<file path="config.mk">
export PLATFORM = sky130hd
export DESIGN_NAME = otfr_core
export DESIGN_NICKNAME = d
export VERILOG_FILES = /design/src/rtl/otfr_pkg.sv /design/src/rtl/otfr_core.sv /design/src/rtl/otfr_ms_tick.sv
export SDC_FILE = /design/constraint.sdc
export NUM_CORES = 1
export LEC_CHECK = 0
export ABC_CLOCK_PERIOD_IN_PS = 2600
export BUFFER_PORTS_ARGS = -buffer_cell sky130_fd_sc_hd__buf_2
export CAP_MARGIN = 20
export CORE_MARGIN = 2
export CORE_UTILIZATION = 60
export CTS_BUF_LIST = sky130_fd_sc_hd__clkbuf_4
export CTS_CLUSTER_DIAMETER = 200
export CTS_CLUSTER_SIZE = 25
export DETAILED_ROUTE_END_ITERATION = 7
export GPL_ROUTABILITY_DRIVEN = 1
export PLACE_DENSITY = 0.8
export SYNTH_ARGS = -nofsm -noshare
export SYNTH_HDL_FRONTEND = slang
export SYNTH_SLANG_ARGS = --single-unit
</file>
<file path="constraint.sdc">
create_clock -name CLK_SYS_IN -period 2.6 [get_ports CLK_SYS_IN]
set_input_delay 0.13 -clock CLK_SYS_IN [delete_from_list [all_inputs] [get_ports CLK_SYS_IN]]
set_output_delay 0.13 -clock CLK_SYS_IN [all_outputs]
set_load 0.03 [all_outputs]
</file>
<file path="src/rtl/otfr_pkg.sv">
// Operation
// - Bits 7:6 pick the reaction; code 00 ignores the fault.
// - Code 01 keeps running for delay one, then retries if fault persists.
// - Code 10 disables output at once, then performs the programmed retries.
// - Code 11 holds output off while the fault stays, with no retries.
// - Code 11 re-enables the output once the fault has gone.
// - Bits 5:3 give 0 to 6 retries; 111 retries without limit.
// - Retries used up with fault present latches the output off.
// - Latch clears only on reset, power cycle or bias power loss.
// - Restart attempts are spaced by delay two from bits 2:0.
// - With code 01, after detection, wait delay one from bits 2:0 before disabling.
// - Delay one doubles from 10 to 1280 ms; delay two 252 to 2604 ms.
package otfr_pkg;

  // ==========================================================================
  // Clock and timing
  localparam int CLK_FREQ_HZ = 100_000_000;
  localparam int MS_PER_S = 1000;
  localparam int CYC_PER_MS = CLK_FREQ_HZ / MS_PER_S;
  localparam int MS_W = 12;

  // ==========================================================================
  // Register map
  localparam logic [7:0] CFG_OFFSET = 8'h50;
  localparam logic [7:0] CFG_RESET = 8'h00;
  localparam logic [7:0] RDATA_NONE = 8'h00;

  // ==========================================================================
  // Field codes
  localparam logic [1:0] RESP_IGNORE = 2'h0;
  localparam logic [1:0] RESP_RIDE = 2'h1;
  localparam logic [1:0] RESP_SHUT = 2'h2;
  localparam logic [1:0] RESP_HOLDOFF = 2'h3;
  localparam logic [2:0] RETRY_NONE = 3'h0;
  localparam logic [2:0] RETRY_ONE = 3'h1;
  localparam logic [2:0] RETRY_INF = 3'h7;

  // ==========================================================================
  // Delay figures in milliseconds
  localparam logic [MS_W-1:0] MS_ONE = 12'h001;
  localparam logic [MS_W-1:0] DLY1_BASE_MS = 12'h00A; // 10 ms
  localparam logic [MS_W-1:0] DLY2_MS_0 = 12'h0FC; // 252 ms
  localparam logic [MS_W-1:0] DLY2_MS_1 = 12'h22E; // 558 ms
  localparam logic [MS_W-1:0] DLY2_MS_2 = 12'h39C; // 924 ms
  localparam logic [MS_W-1:0] DLY2_MS_3 = 12'h4EC; // 1260 ms
  localparam logic [MS_W-1:0] DLY2_MS_4 = 12'h63C; // 1596 ms
  localparam logic [MS_W-1:0] DLY2_MS_5 = 12'h78C; // 1932 ms
  localparam logic [MS_W-1:0] DLY2_MS_6 = 12'h8DC; // 2268 ms
  localparam logic [MS_W-1:0] DLY2_MS_7 = 12'hA2C; // 2604 ms

  // ==========================================================================
  // Types
  typedef struct packed {
    logic [1:0] resp;
    logic [2:0] retries;
    logic [2:0] dly;
  } otfr_cfg_t;

  typedef enum logic [2:0] {
    ST_RUN,
    ST_DELAY1,
    ST_OFF_WAIT,
    ST_RETRY,
    ST_HOLD,
    ST_LATCH
  } otfr_state_t;

  typedef struct packed {
    otfr_state_t st;
    logic [MS_W-1:0] ms_cnt;
    logic [2:0] retry_left;
    otfr_cfg_t cfg;
    logic [7:0] rdata;
    logic out_en;
    logic latched;
    logic active;
    logic ot_meta;
    logic ot_sync;
    logic bias_meta;
    logic bias_sync;
  } otfr_regs_t;

  // ==========================================================================
  // Delay decoders
  function automatic logic [MS_W-1:0] delay1_ms(input logic [2:0] code);
    delay1_ms = DLY1_BASE_MS << code;
  endfunction

  function automatic logic [MS_W-1:0] delay2_ms(input logic [2:0] code);
    case (code)
      3'h0: delay2_ms = DLY2_MS_0;
      3'h1: delay2_ms = DLY2_MS_1;
      3'h2: delay2_ms = DLY2_MS_2;
      3'h3: delay2_ms = DLY2_MS_3;
      3'h4: delay2_ms = DLY2_MS_4;
      3'h5: delay2_ms = DLY2_MS_5;
      3'h6: delay2_ms = DLY2_MS_6;
      default: delay2_ms = DLY2_MS_7;
    endcase
  endfunction

endpackage

</file>
<file path="src/rtl/otfr_core.sv">
`timescale 1ns/100ps
module otfr_core #(
  parameter int CYCLES_PER_MS = otfr_pkg::CYC_PER_MS
) (
  // Clock and reset
  input wire logic CLK_SYS_IN,
  input wire logic RST_IN,
  // Fault and supply sense
  input wire logic OT_FAULT_IN,
  input wire logic BIAS_LOSS_IN,
  // Register access
  input wire logic [7:0] CFG_ADDR_IN,
  input wire logic CFG_WR_IN,
  input wire logic [7:0] CFG_WDATA_IN,
  output logic [7:0] CFG_RDATA_OUT,
  // Power stage control and status
  output logic OUTPUT_EN_OUT,
  output logic FAULT_LATCHED_OUT,
  output logic FAULT_ACTIVE_OUT,
  output logic [2:0] RETRY_LEFT_OUT
);

  otfr_pkg::otfr_regs_t r_ff;
  otfr_pkg::otfr_regs_t nxt_r;
  logic ms_tick;
  logic tick_clr;

  // ==========================================================================
  // Millisecond time base
  otfr_ms_tick #(
    .CYCLES_PER_MS(CYCLES_PER_MS)
  ) u_tick (
    .clk_in(CLK_SYS_IN),
    .rst_in(RST_IN),
    .clr_in(tick_clr),
    .tick_out(ms_tick)
  );

  // ==========================================================================
  // Reaction helpers
  // Output off, then either wait for a restart or latch off
  function automatic otfr_pkg::otfr_regs_t shut_down(
    input otfr_pkg::otfr_regs_t s,
    input logic [2:0] left
  );
    otfr_pkg::otfr_regs_t t;
    t = s;
    t.out_en = 1'b0;
    if (left == otfr_pkg::RETRY_NONE) begin
      t.st = otfr_pkg::ST_LATCH;
      t.latched = 1'b1;
    end else begin
      t.st = otfr_pkg::ST_OFF_WAIT;
      t.ms_cnt = otfr_pkg::delay2_ms(s.cfg.dly);
    end
    t.retry_left = left;
    return t;
  endfunction

  // Start the programmed reaction to a present fault
  function automatic otfr_pkg::otfr_regs_t react(
    input otfr_pkg::otfr_regs_t s,
    input logic [2:0] left
  );
    otfr_pkg::otfr_regs_t t;
    t = s;
    case (s.cfg.resp)
      otfr_pkg::RESP_IGNORE: begin
        t.st = otfr_pkg::ST_RUN;
        t.out_en = 1'b1;
      end
      otfr_pkg::RESP_RIDE: begin
        t.st = otfr_pkg::ST_DELAY1;
        t.out_en = 1'b1;
        t.ms_cnt = otfr_pkg::delay1_ms(s.cfg.dly);
        t.retry_left = left;
      end
      otfr_pkg::RESP_SHUT: begin
        t = shut_down(s, left);
      end
      default: begin
        t.st = otfr_pkg::ST_HOLD;
        t.out_en = 1'b0;
      end
    endcase
    return t;
  endfunction

  // Is the loaded delay at its last millisecond
  function automatic logic last_ms(input logic [otfr_pkg::MS_W-1:0] cnt);
    return cnt <= otfr_pkg::MS_ONE;
  endfunction

  // ==========================================================================
  // Next state
  always_comb begin
    nxt_r = r_ff;
    tick_clr = 1'b0;
    // Two-stage input synchronisers
    nxt_r.ot_meta = OT_FAULT_IN;
    nxt_r.ot_sync = r_ff.ot_meta;
    nxt_r.bias_meta = BIAS_LOSS_IN;
    nxt_r.bias_sync = r_ff.bias_meta;
    // Register read-back of the settled configuration
    if (CFG_ADDR_IN == otfr_pkg::CFG_OFFSET) begin
      nxt_r.rdata = r_ff.cfg;
    end else begin
      nxt_r.rdata = otfr_pkg::RDATA_NONE;
    end
    // Fault sequencer
    case (r_ff.st)
      otfr_pkg::ST_RUN: begin
        nxt_r.out_en = 1'b1;
        nxt_r.retry_left = r_ff.cfg.retries;
        if (r_ff.ot_sync) begin
          nxt_r = react(nxt_r, r_ff.cfg.retries);
        end
      end
      otfr_pkg::ST_DELAY1: begin
        nxt_r.out_en = 1'b1;
        if (!r_ff.ot_sync) begin
          nxt_r.st = otfr_pkg::ST_RUN;
        end else if (ms_tick) begin
          if (last_ms(r_ff.ms_cnt)) begin
            nxt_r = shut_down(nxt_r, r_ff.retry_left);
          end else begin
            nxt_r.ms_cnt = r_ff.ms_cnt - otfr_pkg::MS_ONE;
          end
        end
      end
      otfr_pkg::ST_OFF_WAIT: begin
        nxt_r.out_en = 1'b0;
        if (ms_tick) begin
          if (last_ms(r_ff.ms_cnt)) begin
            nxt_r.st = otfr_pkg::ST_RETRY;
            nxt_r.out_en = 1'b1;
            nxt_r.ms_cnt = otfr_pkg::MS_ONE;
            if (r_ff.retry_left != otfr_pkg::RETRY_INF) begin
              nxt_r.retry_left = r_ff.retry_left - otfr_pkg::RETRY_ONE;
            end
          end else begin
            nxt_r.ms_cnt = r_ff.ms_cnt - otfr_pkg::MS_ONE;
          end
        end
      end
      otfr_pkg::ST_RETRY: begin
        nxt_r.out_en = 1'b1;
        if (ms_tick) begin
          if (!r_ff.ot_sync) begin
            nxt_r.st = otfr_pkg::ST_RUN;
          end else begin
            nxt_r = react(nxt_r, r_ff.retry_left);
          end
        end
      end
      otfr_pkg::ST_HOLD: begin
        nxt_r.out_en = 1'b0;
        if (!r_ff.ot_sync) begin
          nxt_r.st = otfr_pkg::ST_RUN;
          nxt_r.out_en = 1'b1;
        end
      end
      otfr_pkg::ST_LATCH: begin
        nxt_r.out_en = 1'b0;
        nxt_r.latched = 1'b1;
      end
      default: begin
        nxt_r.st = otfr_pkg::ST_RUN;
      end
    endcase
    // Register write lands after the sequencer, so a reaction started in
    // this cycle still works from the configuration it began the cycle with
    if (CFG_WR_IN && (CFG_ADDR_IN == otfr_pkg::CFG_OFFSET)) begin
      nxt_r.cfg = otfr_pkg::otfr_cfg_t'(CFG_WDATA_IN);
    end
    // Loss of bias power clears the sequencer and latch like a power cycle and reloads the retry count from the kept configuration
    if (r_ff.bias_sync) begin
      nxt_r.st = otfr_pkg::ST_RUN;
      nxt_r.latched = 1'b0;
      nxt_r.out_en = 1'b1;
      nxt_r.retry_left = r_ff.cfg.retries;
    end
    // Restart the time base whenever a new delay starts
    if ((nxt_r.st != r_ff.st) && (nxt_r.st != otfr_pkg::ST_RUN)) begin
      tick_clr = 1'b1;
    end
    nxt_r.active = (nxt_r.st != otfr_pkg::ST_RUN);
  end

  // State register
  always_ff @(posedge CLK_SYS_IN) begin
    if (RST_IN) begin
      r_ff <= '0;
      r_ff.st <= otfr_pkg::ST_RUN;
      r_ff.cfg <= otfr_pkg::otfr_cfg_t'(otfr_pkg::CFG_RESET);
      r_ff.out_en <= 1'b1;
    end else begin
      r_ff <= nxt_r;
    end
  end

  // ==========================================================================
  // Outputs
  assign CFG_RDATA_OUT = r_ff.rdata;
  assign OUTPUT_EN_OUT = r_ff.out_en;
  assign FAULT_LATCHED_OUT = r_ff.latched;
  assign FAULT_ACTIVE_OUT = r_ff.active;
  assign RETRY_LEFT_OUT = r_ff.retry_left;
endmodule // otfr_core

</file>
<file path="src/rtl/otfr_ms_tick.sv">
`timescale 1ns/100ps
module otfr_ms_tick #(
  parameter int CYCLES_PER_MS = otfr_pkg::CYC_PER_MS
) (
  // Clock and reset
  input wire logic clk_in,
  input wire logic rst_in,
  // Control
  input wire logic clr_in,
  // Tick
  output logic tick_out
);
  localparam int CW = $clog2(CYCLES_PER_MS);

  typedef struct packed {
    logic [CW-1:0] cnt;
    logic tick;
  } otfr_tick_t;

  otfr_tick_t r_ff;
  otfr_tick_t nxt_r;

  // ==========================================================================
  // Millisecond divider, restarted when a delay is loaded
  always_comb begin
    nxt_r = r_ff;
    nxt_r.tick = 1'b0;
    if (clr_in) begin
      nxt_r.cnt = '0;
    end else if (r_ff.cnt == CW'(CYCLES_PER_MS - 1)) begin
      nxt_r.cnt = '0;
      nxt_r.tick = 1'b1;
    end else begin
      nxt_r.cnt = r_ff.cnt + CW'(1);
    end
  end

  // State register
  always_ff @(posedge clk_in) begin
    if (rst_in) begin
      r_ff <= '0;
    end else begin
      r_ff <= nxt_r;
    end
  end

  assign tick_out = r_ff.tick;
endmodule // otfr_ms_tick

</file>
==> results.py <==
metrics = {
    "synth": {
        "yosysSeqAreaShare": 0.294,
        "synthCells": 525,
        "synthesis.area_sq_um": 4010,
        "yosysTopAreaCellShare": 0.294,
        "synth-seq-cells": 59,
        "async_flop_share": 0,
        "syn_area_per_cell_sq_um": 7.64,
        "synth_flop_cell": "dfxtp_1",
        "yosys.cell_types.count": 70,
        "synth_area_leaders": "dfxtp_1, a21oi_1, nor2_1, nand2_1, o21ai_0",
        "yosys-top-cells-count": "dfxtp_1, nor2_1, nand2_1",
        "yosysWarnings": 0,
        "synth.most_common_cell": "dfxtp_1",
        "yosys.area.top_type": "dfxtp_1",
        "syn_nets": 552,
        "synth_enable_flop_cells": 0,
    },
    "global_routing": {
        "grt_pass1_wl_um": 18900,
        "track_usage": 0.323,
        "grt_pass1_vias": 3966,
        "grt_max_degree": 45,
        "grt_overflow": 0,
        "antenna_found_initial": 0,
    },
    "clock_network": {
        "clockBufferDepth": 2,
        "clock_sinks": 59,
        "clk_latency_ns": 0.43,
        "numCtsBuffers": 9,
        "htreeDepth": 3,
        "postCtsSetupBuffers": 0,
        "path_clk_slew_ns": 0.10,
        "cts_tree": "yes",
        "cts_root_buffer": "clkbuf_4",
    },
    "route": {
        "vias": 4256,
        "met3_wirelength_um": 1160,
        "drtAntennaViolNets": 0,
        "drt_iter0_drc": 404,
        "dr.max_layer_used": "met4",
        "post_drt_wl_per_cell_um": 17.9,
        "vias_per_cell": 6.59,
        "drc_errors": 2,
        "wl_met1_um": 4680,
        "wl_met2_um": 5390,
        "first_pass_iters": 8,
        "wirelength_um": 11600,
    },
    "sta": {
        "fin_skew_ns": 0.0177,
        "setup_violations": 0,
        "timing.hold.ws_ns": -0.00441,
        "max_clock_freq_mhz": 403,
        "fin_crit_ns": 2.48,
        "period_share": 0.955,
        "worst_pin_slew_ns": 0.834,
        "setup_slack_ns": 0.118,
        "slew_violations": 0,
        "relSlewSlack": 0.444,
        "hold_viol": 1,
    },
    "power": {
        "powerDensity_nw_per_um2": 362,
        "p_leak_nw": 1.70,
        "vdd.ir_drop.worst_v": 0.000356,
        "internal_power_mw": 1.23,
        "power_frac_clock": 0.389,
        "pwr-share-comb": 0.047,
        "pwr-share-seq": 0.563,
        "total_power_mw": 1.63,
        "power.switching_mw": 0.396,
        "switching_share": 0.243,
    },
    "placed_design": {
        "hpwl_um": 8270,
        "dpl-instance-area_sq_um": 4270,
        "io_buffers": 34,
        "dp_slack_ns": 0.0690,
        "dp.cells": 623,
        "gp_congestion": 1.03,
    },
    "worst_hold_path": {
        "hp-start": "CFG_WDATA_IN[4]",
        "worstHoldPathType": "input pin to flip-flop",
        "whs_path_depth": 3,
        "hold_path_end": "r_ff[19]",
    },
    "floorplan": {
        "die_h_um": 85.8,
        "io_pins": 35,
        "die_w_um": 85.8,
        "fp.dieArea_sq_um": 7360,
        "initial_core_util": 0.625,
        "core_sq_um": 6420,
        "rows": 29,
    },
    "critical_path": {
        "r2r-end": "u_tick.r_ff[12]",
        "critical_path_required_ns": 2.87,
        "reg2reg_from": "r_ff[38]",
        "cp-start-kind": "flip-flop",
        "crit_path_end_kind": "flip-flop",
        "path_max_fanout": 13,
        "reg2reg_depth": 7,
        "cp_data_arrival_time_ns": 2.75,
        "criticalPathCategory": "flip-flop to flip-flop",
        "cp-startpoint": "r_ff[38]",
        "r2r_setup_slack_ns": 0.12,
    },
    "finish": {
        "stdcell_count": 646,
        "nNetsFinal": 593,
        "syn_to_final_growth_pct": 12.2,
        "antenna_cells": 0,
        "layout-drive-gt1-share": 0.176,
        "seqCellArea_sq_um": 1180,
        "n_fill_cell": 547,
        "multiInputGateArea_sq_um": 2520,
        "final_cell_area_sq_um": 4500,
    },
    "status": {
        "violations": "DRC, hold timing",
        "outcome": "finished, violations left",
    },
    "run": {
        "max_cap_violations": 0,
    },
}
[what timing repair did]
item	4_1_cts	5_1_grt
endpoints found under the setup margin	0	13
hold buffers	9	0
resized for setup	0	4
hold endpoints to repair	9	0
[critical path: stages, from the launching register on]
cell and delay, ns:
dfxtp_1 0.54, nor2b_1 0.31, nand3_1 0.25, nor3_2 0.27, o21ai_1 0.21, a211oi_4 0.39
buf_4 0.26, a211oi_1 0.09
[cells in the final DEF, fill, tap and decap left out, drive strengths merged, types with 3 or more instances in the layout]
master / count
a2111oi: 7
a211oi: 11
a21oi: 39
a22oi: 7
a31oi: 6
and2: 9
and3: 7
buf: 71
clkbuf: 10
clkinv: 3
dfxtp: 59
dlygate4sd3: 9
ha: 6
inv: 11
mux2i: 11
nand2: 49
nand2b: 14
nand3: 14
nand3b: 3
nand4: 5
nor2: 53
nor2b: 10
nor3: 16
nor3b: 3
nor4: 12
o211ai: 5
o21ai: 35
o22a: 3
o22ai: 7
o31ai: 4
o32ai: 4
or4: 3
xnor2: 15
xor2: 9
[logic make-up after synthesis]
logic type      Yosys count  share of synthesized area
xor+xnor                 24                     0.0524
simple gates            212                      0.274
flops                    59                      0.294
mux                      11                     0.0274
fa+ha+maj                 6                     0.0187
compound gates          152                      0.251
buf+inv                  61                     0.0811
[registers in the layout (all words and copies together), names as in the netlist]
| register | cells |
|---|---|
| CFG_RDATA_OUT | 8 |
| FAULT_ACTIVE_OUT | 1 |
| FAULT_LATCHED_OUT | 1 |
| OUTPUT_EN_OUT | 1 |
| RETRY_LEFT_OUT | 3 |
| r_ff | 27 |
| u_tick.r_ff | 17 |
| u_tick.tick_out | 1 |
[layer usage]
metal	vias to the layer above	global-route usage
li1	1982	-
met1	1962	0.409
met2	268	0.535
met3	44	0.0741
met4	0	0.128
met5	-	0
[layout make-up]
class	count	area share
Multi-Input combinational cell	405	0.561
Sequential cell	59	0.262
Clock buffer	10	0.0167
Clock inverter	4	0.00973
Inverter	11	0.00917
Timing Repair Buffer	80	0.120
Tap cell	77	0.0214
[power by group through the flow]
| stage | Combinational [mW] | Clock, mW | Sequential, mW |
|---|---|---|---|
| 6_report | 0.0773 | 0.634 | 0.918 |
| 5_1_grt | 0.0847 | 0.667 | 0.920 |
| 4_1_cts | 0.0769 | 0.636 | 0.918 |
| 3_5_place_dp | 0.0663 | 0 | 0.939 |
| 3_3_place_gp | 0.0627 | 0 | 0.939 |
| 2_1_floorplan | 0.0414 | 0 | 0.936 |
[worst max path at each step]
stage                                  to  cells past startpoint
after floorplan            u_tick.r_ff[2]                      7
after global placement    u_tick.r_ff[12]                      8
after detailed placement   u_tick.r_ff[5]                      8
after CTS                        r_ff[28]                      7
after global routing       u_tick.r_ff[5]                      7
final                     u_tick.r_ff[12]                      7
[per-stage QoR]
stage               TNS [ns]   util
global placement           0  0.665
finish                     0  0.701
global route         -0.0109  0.701
detailed placement         0  0.665
floorplan                  0      -
CTS                        0  0.698
Power figures use the tool's default switching activity.
